==> src/pkg/qed_pkg.sv <==
/*
  qed_pkg: offsets, field positions, reset values and the state record of the
  quadrature encoder decoder.
  Assumes a byte-addressed register port with 32-bit data.
*/
`default_nettype none

package qed_pkg;

    // register byte addresses
    localparam logic [7:0] OFS_CTRL     = 8'h00;
    localparam logic [7:0] OFS_FILTER   = 8'h04;
    localparam logic [7:0] OFS_POSITION = 8'h08;

    // control register fields
    localparam int CTRL_MODE_LSB   = 0;
    localparam int CTRL_SWAP       = 3;
    localparam int CTRL_IDLE_STOP  = 4;
    localparam int CTRL_DIR_OE     = 5;
    localparam int CTRL_IDX_RST_EN = 6;
    localparam int CTRL_ERR_FLAG   = 8;
    localparam int CTRL_DIR_STAT   = 9;

    // filter register fields
    localparam int FLT_PH_DIV_LSB  = 0;
    localparam int FLT_PH_EN       = 3;
    localparam int FLT_IX_DIV_LSB  = 4;
    localparam int FLT_IX_EN       = 7;
    localparam int FLT_ERR_IRQ_DIS = 8;

    // decode mode select values
    localparam logic [2:0] MODE_OFF    = 3'h0;
    localparam logic [2:0] MODE_X2_IDX = 3'h4;
    localparam logic [2:0] MODE_X2     = 3'h5;
    localparam logic [2:0] MODE_X4_IDX = 3'h6;
    localparam logic [2:0] MODE_X4     = 3'h7;

    // values after reset
    localparam logic [2:0]  RST_MODE     = 3'h0;
    localparam logic [2:0]  RST_DIV      = 3'h0;
    localparam logic [15:0] RST_POSITION = 16'h0000;
    localparam logic [7:0]  RST_DIV_CNT  = 8'h00;

    // samples a filter input must hold before the output follows
    localparam int FILTER_SAMPLES = 3;

    typedef struct packed {
        logic [1:0]  sync_a;
        logic [1:0]  sync_b;
        logic [1:0]  sync_i;
        logic [2:0]  hist_a;
        logic [2:0]  hist_b;
        logic [2:0]  hist_i;
        logic        filt_a;
        logic        filt_b;
        logic        filt_i;
        logic        prev_a;
        logic        prev_b;
        logic        prev_i;
        logic [7:0]  div_cnt;
        logic [2:0]  decode_mode_select;
        logic        phase_swap_select;
        logic        idle_stop_select;
        logic        direction_output_enable;
        logic        index_reset_enable;
        logic [2:0]  phase_filter_divide;
        logic        phase_filter_enable;
        logic [2:0]  index_filter_divide;
        logic        index_filter_enable;
        logic        count_error_irq_disable;
        logic        count_error_flag;
        logic        dir_up;
        logic [15:0] position_count;
        logic        irq_index;
        logic        irq_error;
        logic [31:0] rdata;
    } qed_state_s;

endpackage : qed_pkg

`default_nettype wire

==> src/rtl/qed_decoder.sv <==
/*
  qed_decoder: glitch filters, quadrature decoder, 16-bit up/down position
  counter and register port of the quadrature encoder decoder.
  Assumes encoder pins are asynchronous, and that the register master issues
  one-cycle strobes and takes read data in the cycle after the read strobe.
*/
// The register addresses and the strobed register port were decided locally.
`timescale 1ns/1ps
`default_nettype none

module qed_decoder #(
    parameter int POS_W = 16
) (
    // clock and reset
    input  wire logic             CORE_CLK,
    input  wire logic             RESETN,
    // register port
    input  wire logic [7:0]       ADDR,
    input  wire logic [31:0]      WDATA,
    input  wire logic             WR,
    input  wire logic             RD,
    output logic      [31:0]      RDATA,
    // encoder pins
    input  wire logic             PHASE_A_IN,
    input  wire logic             PHASE_B_IN,
    input  wire logic             INDEX_IN,
    // processor idle state
    input  wire logic             IDLE,
    // direction pin
    output logic                  DIR_OUT,
    output logic                  DIR_OE,
    // request pulses
    output logic                  IRQ_INDEX,
    output logic                  IRQ_ERROR,
    // position
    output logic      [POS_W-1:0] POSITION
);

    qed_pkg::qed_state_s st;
    qed_pkg::qed_state_s next_st;

    logic a_raw;
    logic b_raw;
    logic a_eff;
    logic b_eff;
    logic i_eff;
    logic tick_ph;
    logic tick_ix;
    logic run;
    logic x4_mode;
    logic idx_mode;
    logic a_chg;
    logic b_chg;
    logic cnt_step;
    logic cnt_up;
    logic err_evt;
    logic idx_clr;
    logic pos_wr;

    // filter sample enable: one cycle in every 2^(sel+1)
    function automatic logic div_tick(input logic [7:0] cnt, input logic [2:0] sel);
        logic [7:0] mask;
        mask = (8'h02 << sel) - 8'h01;
        return (cnt & mask) == mask;
    endfunction : div_tick

    // shift in a sample; output moves only when all held samples agree
    function automatic logic [3:0] filt_next(input logic [2:0] hist, input logic out,
                                             input logic smp, input logic tick);
        logic [2:0] h;
        logic       o;
        h = hist;
        o = out;
        if (tick)
        begin
            h = {hist[1:0], smp};
            if (h == 3'h7)
                o = 1'b1;
            else if (h == 3'h0)
                o = 1'b0;
        end
        return {h, o};
    endfunction : filt_next

    always_comb
    begin
        next_st = st;
        tick_ph = div_tick(st.div_cnt, st.phase_filter_divide);
        tick_ix = div_tick(st.div_cnt, st.index_filter_divide);
        a_raw = st.phase_filter_enable ? st.filt_a : st.sync_a[1];
        b_raw = st.phase_filter_enable ? st.filt_b : st.sync_b[1];
        i_eff = st.index_filter_enable ? st.filt_i : st.sync_i[1];
        a_eff = st.phase_swap_select ? b_raw : a_raw;
        b_eff = st.phase_swap_select ? a_raw : b_raw;

        x4_mode  = (st.decode_mode_select == qed_pkg::MODE_X4_IDX) ||
                   (st.decode_mode_select == qed_pkg::MODE_X4);
        idx_mode = (st.decode_mode_select == qed_pkg::MODE_X4_IDX) ||
                   (st.decode_mode_select == qed_pkg::MODE_X2_IDX);
        run = (st.decode_mode_select != qed_pkg::MODE_OFF) && !(st.idle_stop_select && IDLE);

        a_chg = a_eff ^ st.prev_a;
        b_chg = b_eff ^ st.prev_b;
        cnt_up = a_eff ^ st.prev_b;
        cnt_step = run && (x4_mode ? (a_chg ^ b_chg) : (a_chg && !b_chg));
        // both phases moving in one sample is a skipped state
        err_evt = run && a_chg && b_chg;
        idx_clr = run && idx_mode && st.index_reset_enable && i_eff && !st.prev_i;
        pos_wr  = WR && (ADDR == qed_pkg::OFS_POSITION);

        // synchronisers: first stage feeds only the second
        next_st.sync_a = {st.sync_a[0], PHASE_A_IN};
        next_st.sync_b = {st.sync_b[0], PHASE_B_IN};
        next_st.sync_i = {st.sync_i[0], INDEX_IN};
        next_st.div_cnt = st.div_cnt + 8'h01;
        {next_st.hist_a, next_st.filt_a} = filt_next(st.hist_a, st.filt_a, st.sync_a[1], tick_ph);
        {next_st.hist_b, next_st.filt_b} = filt_next(st.hist_b, st.filt_b, st.sync_b[1], tick_ph);
        {next_st.hist_i, next_st.filt_i} = filt_next(st.hist_i, st.filt_i, st.sync_i[1], tick_ix);
        next_st.prev_a = a_eff;
        next_st.prev_b = b_eff;
        next_st.prev_i = i_eff;

        if (cnt_step)
        begin
            next_st.dir_up = cnt_up;
            if (cnt_up)
                next_st.position_count = st.position_count + 16'h0001;
            else
                next_st.position_count = st.position_count - 16'h0001;
        end
        if (idx_clr)
            next_st.position_count = qed_pkg::RST_POSITION;
        if (pos_wr)
            next_st.position_count = WDATA[15:0];

        next_st.irq_index = idx_clr;
        next_st.irq_error = err_evt && !st.count_error_irq_disable;

        if (WR && ADDR == qed_pkg::OFS_CTRL)
        begin
            next_st.decode_mode_select      = WDATA[qed_pkg::CTRL_MODE_LSB +: 3];
            next_st.phase_swap_select       = WDATA[qed_pkg::CTRL_SWAP];
            next_st.idle_stop_select        = WDATA[qed_pkg::CTRL_IDLE_STOP];
            next_st.direction_output_enable = WDATA[qed_pkg::CTRL_DIR_OE];
            next_st.index_reset_enable      = WDATA[qed_pkg::CTRL_IDX_RST_EN];
            if (!WDATA[qed_pkg::CTRL_ERR_FLAG])
                next_st.count_error_flag = 1'b0;
        end
        if (WR && ADDR == qed_pkg::OFS_FILTER)
        begin
            next_st.phase_filter_divide     = WDATA[qed_pkg::FLT_PH_DIV_LSB +: 3];
            next_st.phase_filter_enable     = WDATA[qed_pkg::FLT_PH_EN];
            next_st.index_filter_divide     = WDATA[qed_pkg::FLT_IX_DIV_LSB +: 3];
            next_st.index_filter_enable     = WDATA[qed_pkg::FLT_IX_EN];
            next_st.count_error_irq_disable = WDATA[qed_pkg::FLT_ERR_IRQ_DIS];
        end
        // sticky error, set beats a clearing write
        if (err_evt)
            next_st.count_error_flag = 1'b1;

        next_st.rdata = 32'h0000_0000;
        if (RD)
        begin
            case (ADDR)
                qed_pkg::OFS_CTRL:
                begin
                    next_st.rdata[qed_pkg::CTRL_MODE_LSB +: 3]  = st.decode_mode_select;
                    next_st.rdata[qed_pkg::CTRL_SWAP]           = st.phase_swap_select;
                    next_st.rdata[qed_pkg::CTRL_IDLE_STOP]      = st.idle_stop_select;
                    next_st.rdata[qed_pkg::CTRL_DIR_OE]         = st.direction_output_enable;
                    next_st.rdata[qed_pkg::CTRL_IDX_RST_EN]     = st.index_reset_enable;
                    next_st.rdata[qed_pkg::CTRL_ERR_FLAG]       = st.count_error_flag;
                    next_st.rdata[qed_pkg::CTRL_DIR_STAT]       = st.dir_up;
                end
                qed_pkg::OFS_FILTER:
                begin
                    next_st.rdata[qed_pkg::FLT_PH_DIV_LSB +: 3] = st.phase_filter_divide;
                    next_st.rdata[qed_pkg::FLT_PH_EN]           = st.phase_filter_enable;
                    next_st.rdata[qed_pkg::FLT_IX_DIV_LSB +: 3] = st.index_filter_divide;
                    next_st.rdata[qed_pkg::FLT_IX_EN]           = st.index_filter_enable;
                    next_st.rdata[qed_pkg::FLT_ERR_IRQ_DIS]     = st.count_error_irq_disable;
                end
                qed_pkg::OFS_POSITION:
                    next_st.rdata[15:0] = st.position_count;
                default:
                    next_st.rdata = 32'h0000_0000;
            endcase
        end
    end

    always_ff @(posedge CORE_CLK)
    begin
        if (!RESETN)
        begin
            st                    <= '0;
            st.decode_mode_select <= qed_pkg::RST_MODE;
            st.phase_filter_divide <= qed_pkg::RST_DIV;
            st.index_filter_divide <= qed_pkg::RST_DIV;
            st.position_count     <= qed_pkg::RST_POSITION;
            st.div_cnt            <= qed_pkg::RST_DIV_CNT;
        end
        else
            st <= next_st;
    end

    assign RDATA     = st.rdata;
    assign DIR_OUT   = st.dir_up;
    // pin left to general I/O when disabled
    assign DIR_OE    = st.direction_output_enable;
    assign IRQ_INDEX = st.irq_index;
    assign IRQ_ERROR = st.irq_error;
    assign POSITION  = st.position_count;
endmodule : qed_decoder

`default_nettype wire

==> config.mk <==
export PLATFORM = sky130hd
export DESIGN_NAME = qed_decoder
export DESIGN_NICKNAME = d
export VERILOG_FILES = /design/src/pkg/qed_pkg.sv /design/src/rtl/qed_decoder.sv
export SDC_FILE = /design/constraint.sdc
export NUM_CORES = 1
export LEC_CHECK = 0
export BUFFER_PORTS_ARGS = -buffer_cell sky130_fd_sc_hd__buf_2
export CORE_ASPECT_RATIO = 0.9
export CORE_MARGIN = 4
export CORE_UTILIZATION = 30
export CTS_CLUSTER_SIZE = 14
export DETAILED_ROUTE_END_ITERATION = 7
export PLACE_DENSITY = 0.6
export RECOVER_POWER = 25
export SYNTH_ARGS = -nofsm -noshare
export SYNTH_HDL_FRONTEND = slang
export SYNTH_SLANG_ARGS = --single-unit
==> constraint.sdc <==
create_clock -name CORE_CLK -period 4.45 [get_ports CORE_CLK]
set_input_delay 0.89 -clock CORE_CLK [delete_from_list [all_inputs] [get_ports CORE_CLK]]
set_output_delay 0.89 -clock CORE_CLK [all_outputs]
set_load 0.03 [all_outputs]
# Word level (Yosys, flattened, before mapping)
# Index checks and enable logic that the tools add are counted.
# totals
inputBits	48
mem_count	0
mem_bits_rw	0
romBits	0
latchBits	0
register_bits	94
out_inout_bits	52
wordCells	114
# classes
addsub	5
n_eq_ne	11
bitwise	6
n_lt_le_gt_ge	0
n_mux	23
div	0
n_shift	2
n_reduce_logical	36
multipliers	0
# ops
op	count
2-to-1 mux 16 bit	4
one-hot mux 7 bit (3 select lines)	1
== test 3 bit, second input constant	6
adder 16 x 1 -> 16 bit, second input constant	1
AND 8 bit	2
== test 8 bit	2
left shift 2 x 3 -> 8 bit, first input constant	2
subtractor 16 x 1 -> 16 bit, second input constant	1
subtractor 8 x 1 -> 8 bit, second input constant	2
2-to-1 mux 1 bit	15
logical AND 1 bit	14
AND reduction 2 bit	5
zero test 3 bit	3
adder 8 x 1 -> 8 bit, second input constant	1
== test 8 x 3 -> 1 bit, second input constant	1
== test 8 x 4 -> 1 bit, second input constant	1
zero test 8 bit	1
nonzero test 2 bit	4
nonzero test 3 bit	2
zero test 1 bit	4
one-hot mux 1 bit (2 select lines)	2
XOR 1 bit	4
one-hot mux 1 bit (3 select lines)	1
AND reduction 3 bit	1
other kinds (2)	3

# Longest topological paths before layout
# Gate-level depths: netlist of run 1.
# depth
depth_word	10
mapped_depth	12
mapped_depth_nobuf	10

# Worst setup path before layout of run 1
# No wires, ideal clock.
# synth_path
kind	register to register
from	reg st[57] (netlist bit)
to	reg st, in the netlist POSITION[14]
t_required_ns	4.317
synth_period_minus_slack_ns	3.380
t_arrival_ns	3.247
setup_time_ns	0.133
path_slack_ns	1.070
path_stages_with_launch	12
path_cell_list	dfxtp_1 -> mux4_2 -> xor2_1 -> buf_2 -> buf_1 -> xnor2_1 -> ha_1 -> or3_4 -> o311a_1 -> a311oi_2 -> mux2i_1 -> o311ai_1
# synth_via
elab_chain_cells	8
# synth_lines
item	line	text
start: declaration	qed_decoder.sv:39	qed_pkg::qed_state_s st;
start signal: assignment	qed_decoder.sv:203	st <= next_st;
2-to-1 mux 1 bit (on tied branches)	qed_decoder.sv:91, qed_decoder.sv:90	
2-to-1 mux 1 bit	qed_decoder.sv:94	b_eff = st.phase_swap_select ? a_raw : b_raw;
XOR 1 bit	qed_decoder.sv:103	b_chg = b_eff ^ st.prev_b;
zero test 1 bit	qed_decoder.sv:105	cnt_step = run && (x4_mode ? (a_chg ^ b_chg) : (a_chg && !b_chg));
logical AND 1 bit	qed_decoder.sv:105	
2-to-1 mux 1 bit	qed_decoder.sv:105	
logical AND 1 bit	qed_decoder.sv:105	
nonzero test 3 bit (no line)	-	
# Parallel ways exist; a longest one is shown, timed or not. The select of a mux whose other input is x is not followed.
# A chain may end at the register's enable or synchronous reset.

# Worst setup path in the final report of run 1
# layout_path
from	reg st[57] (netlist bit)
to	reg st, in the netlist POSITION[15]
# Same word-level chain as after synthesis.

==> qor.txt, run 1 <==
status - finished clean
Data required, critical path - 4.70 ns
Root Driver - clkbuf_16
Area Growth Syn to Fin - 10.6%
Initial Util - 30.6%
slowest cell on the critical path - mux4_2
crit path from - st[57]
RD Place Congestion - 0.863
final core occ - 33.8%
most frequent cell on the critical path - o31ai_1
Pwr Total - 0.00155 W
layout net count - 585
minimum clock period - 3.38 ns
first-pass GRT wire length - 18.1 mm
Final Hold Viols - 0
Synth Warn # - 0
initial drt markers - 206
Num Clock Sinks - 78
Synth Register Bits - 78
Post-synth EDFFs - 0
Final HPWL DP - 8.22 mm
drc violations - 0
DRT Wirelength - 11.2 mm
CP Capture Type - register
delay-heaviest family, CP - multiplexers
leakage - 1.96 nW
Synth async-reset ratio - 0%
Resized Gates After CTS - 0
CTS Buf Count - 9
worst slew pin tran - 1.22 ns
Die X - 134 um
Finish-stage setup viols - 0
final worst path period share - 76.1%
synth unique cells - 58
crit-path max FO - 20
boundary pin count - 100
RR Startpoint - st[57]
Reg clk slew, reported paths - 0.06 ns
largest area contributor in the netlist - dfxtp_1
dpl cells - 713
H-tree levels - 3
setup tns final - 0 ns
Post-Synthesis Cells - 513
Critical path buffers and inverters - 2
via/cell ratio - 5.05
Hold Crit Class - register to register
Synth top area share - 36.5%
area of the multi-input gates - 0.00227 mm^2
first drt pass iteration count - 4
syn avg cell area - 8.34 um^2
layout cells sized above 1 - 15.7%
max-cap viol count - 0
Peak VDD IR - 194 uV
Clk Latency, worst-skew pair - 0.34 ns
via count - 3690
die area - 0.0162 mm^2
number of hold buffers added after CTS - 0
Post-Layout Cell Count - 731
GRT Util Overall - 13.9%
CP peak stage delay - 0.58 ns
clock buffer depth - 2
largest net degree at the start of global routing - 38
vias in the first global route - 3614
Max Slew Vio Count - 0
site row count - 41
kind of critical path - register to register
layout filler cell count - 1491
worst hold path startpoint - next_st[94]
TritonCTS clock tree - done
unrepaired setup endpoints after global routing - false
Routed WL per cell - 15.3 um
CP Data Arrival Time - 3.63 ns
Mapped Area - 0.00428 mm^2
Post-Route Skew - 0.00665 ns
initial antenna violation count - 2
Top FF cell, synth - dfxtp_1
crit-path cells - mux4_2 -> xor2_1 -> buf_4 -> inv_2 -> ha_1 -> nand2_1 -> nor3_1 -> o31ai_1 -> a31o_2 -> o31ai_1
port bufs - 67
Die Ht - 121 um
register area - 0.00156 mm^2
Max Freq - 295 MHz
sequential cell area fraction in the yosys report - 36.5%
Core ar. - 0.0140 mm^2
remaining global-route overflow - 0
Setup Fix Bufs, Post-CTS - 0
Rel. slew slack - 18.9%
dominant cells by area after synthesis - dfxtp_1, buf_4, mux2i_1
startpoint types - register
power density over the cells - 326 mW/mm^2
Post-DRT Antenna Nets - 0
## per-layer routing
metal / track usage (%) / vias to the layer above / wire, um
met5: 0 / - / 12
met4: 5.08 / 2 / 174
met3: 4.73 / 17 / 910
met2: 22.1 / 123 / 5000
met1: 17.5 / 1756 / 5060
li1: - / 1792 / -
## cell usage after synthesis, types with 2 or more instances
library cell / n
o21bai_1: 2
a211oi_1: 4
and4_1: 4
nand2_1: 28
and3_1: 5
nor3_1: 21
o211ai_1: 4
inv_2: 2
nor4b_1: 3
a2bb2oi_1: 2
o31ai_1: 6
o21a_1: 2
a31oi_1: 5
nand4_1: 7
xnor2_1: 6
a31o_2: 2
xor2_1: 10
a21boi_0: 2
nor4_1: 11
a21oi_1: 17
ha_1: 6
or3_1: 5
o221a_2: 2
o21ai_0: 26
mux4_2: 2
nor2b_1: 2
a21o_1: 2
nor2_1: 67
mux2i_1: 34
dfxtp_1: 78
nor3b_1: 3
buf_2: 2
nand2b_1: 3
buf_1: 5
nand3_1: 15
o21ai_1: 3
or4_1: 4
inv_1: 7
buf_4: 48
and2_1: 18
clkbuf_1: 21
## registers in the layout, indices dropped and copies added (netlist names)
register	count
DIR_OE	1
DIR_OUT	1
IRQ_ERROR	1
IRQ_INDEX	1
POSITION	16
RDATA	16
next_st	3
st	39
## cell families after synthesis
kind of cell / count (synthesis) / share of synthesized area [%]
XOR/XNOR: 16 / 3.27
AND/OR/NAND/NOR: 199 / 23.3
multiplexers: 36 / 9.00
flip-flops: 78 / 36.5
buffers and inverters: 86 / 12.0
AO/OA/AOI/OAI: 91 / 14.1
adder cells (fa/ha/maj): 6 / 1.75
other: 1 / 0.0876
## worst reg2reg max path, stage by stage (launching register included)
cell	delay, ns
dfxtp_1	0.41
mux4_2	0.58
xor2_1	0.27
buf_4	0.28
inv_2	0.19
ha_1	0.48
nand2_1	0.17
nor3_1	0.33
o31ai_1	0.11
a31o_2	0.25
o31ai_1	0.22
## area by class of cell
| type | instances | share of cell area (%) |
|---|---|---|
| Tap cell | 193 | 5.10 |
| Antenna cell | 2 | 0.106 |
| Timing Repair Buffer | 69 | 7.08 |
| Multi-Input combinational cell | 364 | 47.9 |
| Inverter | 9 | 0.714 |
| Sequential cell | 78 | 33.0 |
| Clock inverter | 6 | 1.29 |
| Clock buffer | 10 | 4.84 |
## cells in the final DEF, fill, tap and decap left out, types with 6 or more instances in the layout
cell type,n
buf_2,55
nor2_1,67
conb_1,16
a21oi_1,17
o21ai_0,26
xnor2_1,6
ha_1,6
clkbuf_1,13
and2_1,13
xor2_1,10
nand2_1,28
nor3_1,20
mux2i_1,34
nand3_1,15
inv_1,8
o31ai_1,6
clkbuf_16,9
nand4_1,7
dfxtp_1,78
nor4_1,11
## stage by stage
stage          cell area (um^2)  hold WS [ns]  worst slack (ns)
6_report                   4730         0.433              1.07
5_1_grt                    4730         0.442             0.854
4_1_cts                    4740         0.432              1.10
3_5_place_dp               4450         0.417              1.13
3_3_place_gp               4450         0.414              1.25
2_1_floorplan              4340         0.412              1.07
## final timing paths
check,cells past startpoint,endpoint,slack [ns]
setup reg to reg,10,POSITION[15],1.07
setup / recovery,10,POSITION[15],1.07
hold reg to reg,1,st[94],0.43
hold / removal,1,st[94],0.43
## power breakdown
| part | switching, W | internal (W) | total (W) |
|---|---|---|---|
| logic | 0.0000720 | 0.0000345 | 0.000107 |
| clock network | 0.000293 | 0.000433 | 0.000726 |
| registers | 0.00000757 | 0.000705 | 0.000713 |
No activity file was read; power rests on OpenSTA's default activity.
==> run 2, diff against run 1 <==
--- a/config.mk
+++ b/config.mk
@@ -5,13 +5,14 @@
 export SDC_FILE = /design/constraint.sdc
 export NUM_CORES = 1
 export LEC_CHECK = 0
+export ABC_AREA = 1
 export BUFFER_PORTS_ARGS = -buffer_cell sky130_fd_sc_hd__buf_2
 export CORE_ASPECT_RATIO = 0.9
 export CORE_MARGIN = 4
 export CORE_UTILIZATION = 30
 export CTS_CLUSTER_SIZE = 14
 export DETAILED_ROUTE_END_ITERATION = 7
-export PLACE_DENSITY = 0.6
+export PLACE_DENSITY = 0.61
 export RECOVER_POWER = 25
 export SYNTH_ARGS = -nofsm -noshare
 export SYNTH_HDL_FRONTEND = slang
==> constraint.sdc (replaced) <==
create_clock -name CORE_CLK -period 3.1 [get_ports CORE_CLK]
set_input_delay 0.62 -clock CORE_CLK [delete_from_list [all_inputs] [get_ports CORE_CLK]]
set_output_delay 0.62 -clock CORE_CLK [all_outputs]
set_load 0.03 [all_outputs]
==> run 2 against run 1 <==
Net effect:
- the flow now finishes with violations (max-capacitance violations, max-slew violations)
- sequential share of layout area shrank 2.9 points
- die area grew 10%
- routed wire length grew 7.9%
- critical path depth grew 3
- fmax grew 41%
- clock power grew 36%
- critical endpoint is now POSITION[4]
- utilization shrank 0.15 points
- combinational power grew 110%
- critical path type unchanged
- cell count grew 23%
==> qor.txt, run 2 <==
status - finished with violations
failing checks - max-capacitance violations, max-slew violations
Resized Gates After CTS - 0 (unchanged)
Seq pwr share - 45.7% (-0.4 points)
Routed WL per cell - 13.4 um (-13%)
H-tree levels - 3 (unchanged)
register area - 0.00156 mm^2 (unchanged)
die area - 0.0179 mm^2 (+10%)
power share of the combinational group - 10.3% (+3.4 points)
final core occ - 33.7% (-0.15 points)
initial drt markers - 251 (+22%)
dpl cells - 886 (+24%)
sequential cell area fraction in the yosys report - 32.9% (-3.5 points)
CP Data Arrival Time - 2.66 ns (-0.97 ns)
Final HPWL DP - 9.11 mm (+11%)
worst slew pin tran - 1.62 ns (+0.408 ns)
Setup Fix Bufs, Post-CTS - 0 (unchanged)
commonest non-fill, non-tap cells in the layout - nand2_1, inv_1, dfxtp_1
Num Clock Sinks - 78 (unchanged)
Rel. slew slack - -8.19% (-27 points)
drc violations - 0 (unchanged)
Die X - 140 um (+4.9%)
R2R Setup Slk - 0.70 ns (-0.36 ns)
Top FF cell, synth - dfxtp_1
DRT Wirelength - 12.0 mm (+7.9%)
Root Driver - clkbuf_16
leakage - 2.46 nW (+26%)
Reg clk slew, reported paths - 0.06 ns (about the same)
kind of critical path - register to register
RR Startpoint - st[57]
Post-DRT Antenna Nets - 0 (unchanged)
site row count - 43 (+4.9%)
TritonCTS clock tree - done
CTS Buf Count - 9 (unchanged)
first drt pass iteration count - 6 (+2)
layout cells sized above 1 - 19.4% (+3.8 points)
Synth Register Bits - 78 (unchanged)
worst hold slack - 0.409 ns (-0.0244 ns)
largest net degree at the start of global routing - 38 (unchanged)
RD Place Congestion - 0.877 (+1.6%)
Area Growth Syn to Fin - 9.66%
largest area contributor in the netlist - dfxtp_1
Final Hold Viols - 0 (unchanged)
final worst path period share - 77.3% (+1.2 points)
Synth top area share - 32.9% (-3.5 points)
Synth Warn # - 0 (unchanged)
Data required, critical path - 3.37 ns (-1.33 ns)
max-cap viol count - 1 (+1)
startpoint types - register
synth unique cells - 51 (-12%)
Synth async-reset ratio - 0% (unchanged)
setup tns final - 0 ns (unchanged)
clock buffer depth - 2 (unchanged)
Post-Route Skew - 0.00575 ns (-0.000899 ns)
Post-synth EDFFs - 0 (unchanged)
GRT Util Overall - 13.5% (-0.42 points)
first-pass GRT wire length - 19.3 mm (+6.4%)
area of the multi-input gates - 0.00238 mm^2 (+5.0%)
port bufs - 67 (unchanged)
Mapped Area - 0.00474 mm^2 (+11%)
Pwr Total - 0.00225 W (+45%)
power density over the cells - 432 mW/mm^2 (+32%)
reg-to-reg endpoint - POSITION[4]
worst reg-to-reg path cell count - 13 (+3)
Largest Register - st
syn avg cell area - 7.14 um^2 (-14%)
most frequent cell after synthesis - nand2_1
crit-path cells - inv_2 -> nand2_1 -> nand3_1 -> nand2_1 -> xor2_1 -> inv_1 -> ha_1 -> nor2_1 -> a21oi_1 -> o21ai_2 -> buf_4 -> o21ai_0 -> a31oi_1
Core ar. - 0.0154 mm^2 (+10%)
slowest cell on the critical path - dfxtp_1
Die Ht - 127 um (+4.9%)
layout filler cell count - 1676 (+12%)
dominant cells by area after synthesis - dfxtp_1, nand2_1, buf_4
Hold Path Cell Cnt - 2 (+1)
vias in the first global route - 3859 (+6.8%)
via/cell ratio - 4.65 (-7.9%)
unrepaired setup endpoints after global routing - false
remaining global-route overflow - 0 (unchanged)
Post-Synthesis Cells - 664 (+29%)
minimum clock period - 2.40 ns (-0.988 ns)
crit-path max FO - 15 (-25%)
Max Freq - 417 MHz (+41%)
CP Capture Type - register
Peak VDD IR - 251 uV (+29%)
CP peak stage delay - 0.40 ns (-0.18 ns)
Post-Layout Cell Count - 902 (+23%)
initial antenna violation count - 1 (-1)
boundary pin count - 100 (unchanged)
layout net count - 749 (+28%)
Clk Latency, worst-skew pair - 0.34 ns (about the same)
worst hold path startpoint - next_st[94]
Commonest cells post-synth - nand2_1, inv_1, dfxtp_1, buf_4, nor2_1
Finish-stage setup viols - 0 (unchanged)
via count - 4194 (+14%)
switching power - 0.000597 W (+60%)
most frequent cell on the critical path - nand2_1
ant diodes - 0 (-2)
max FFs per register - 39 (unchanged)
Max Slew Vio Count - 38 (+38)
Hold Crit Class - register to register
net switching fraction of the power - 26.6% (+2.5 points)
number of hold buffers added after CTS - 0 (unchanged)
Clock Power Share - 44.1% (-2.9 points)
Initial Util - 30.7% (+0.13 points)
commonest non-fill, non-tap cell in the layout - nand2_1
WHS Endpoint - st[94]
Pint - 0.00165 W (+41%)
## run 2: changes by cell type in the layout (fill, tap and decap cells not counted), sizes merged, moves of 14 or more
cell,previous run,this run
o21ai,29,43
nand2,28,160
mux2i,34,1
and2,18,1
inv,10,97
a21oi,17,43
nor3,21,5
nand3,15,38
## run 2: power groups by stage
stage | registers [W] | logic [W] | clock network, W
after floorplan | 0.00105 | 0.000196 | 0
after global placement | 0.00105 | 0.000230 | 0
after detailed placement | 0.00105 | 0.000230 | 0
after CTS | 0.00103 | 0.000231 | 0.00102
after global routing | 0.00103 | 0.000259 | 0.00106
final | 0.00103 | 0.000230 | 0.000990
## run 2: worst max path at each step
stage,end,cells after the start,startpoint
floorplan,POSITION[6],11,ADDR[5]
global placement,POSITION[1],11,ADDR[5]
detailed placement,POSITION[4],11,ADDR[5]
CTS,POSITION[14],16,st[57]
global route,POSITION[1],13,st[57]
finish,POSITION[4],13,st[57]
## run 2: final cells by class
| type | count | area share, % |
|---|---|---|
| multi-input cells | 434 | 45.8 |
| flip-flops and latches | 78 | 30.0 |
| inverters | 100 | 7.22 |
| repair buffers | 72 | 6.72 |
| well taps | 202 | 4.86 |
| clock buffers | 11 | 4.67 |
| clock inverters | 5 | 0.674 |
## run 2: worst max-delay path: cells and delay by family, from the launching register on
kind                       cells  cell delay, ns
DFF                            1            0.40
buffers and inverters          3            0.43
xor gates and xnor gates       1            0.16
and+or+nand+nor                4            0.36
AOI/OAI and AO/OA              4            0.70
adders and majority gates      1            0.27
## run 2: metal layers
layer  share of wire [%]  global-route usage [%]  vias to the layer above
met2                  41                    19.2                      116
met5                0.11                       0                        -
met4                 1.9                    5.41                        2
met1                  50                    18.9                     1898
li1                    -                       -                     2160
met3                 7.1                    4.15                       18
## run 2: cells by family after synthesis
family                     share of synthesized area [%]
AOI/OAI and AO/OA                                   17.5
adders and majority gates                           1.58
and+or+nand+nor                                     27.8
DFF                                                 32.9
other                                             0.0791
buffers and inverters                               18.0
xor gates and xnor gates                            1.87
muxes                                              0.211
## run 2: metrics by stage
step	setup WS [ns]	area, um^2
global route	0.404	5200
CTS	0.755	5220
global placement	0.482	4940
detailed placement	0.435	4940
finish	0.704	5200
floorplan	0.995	4800
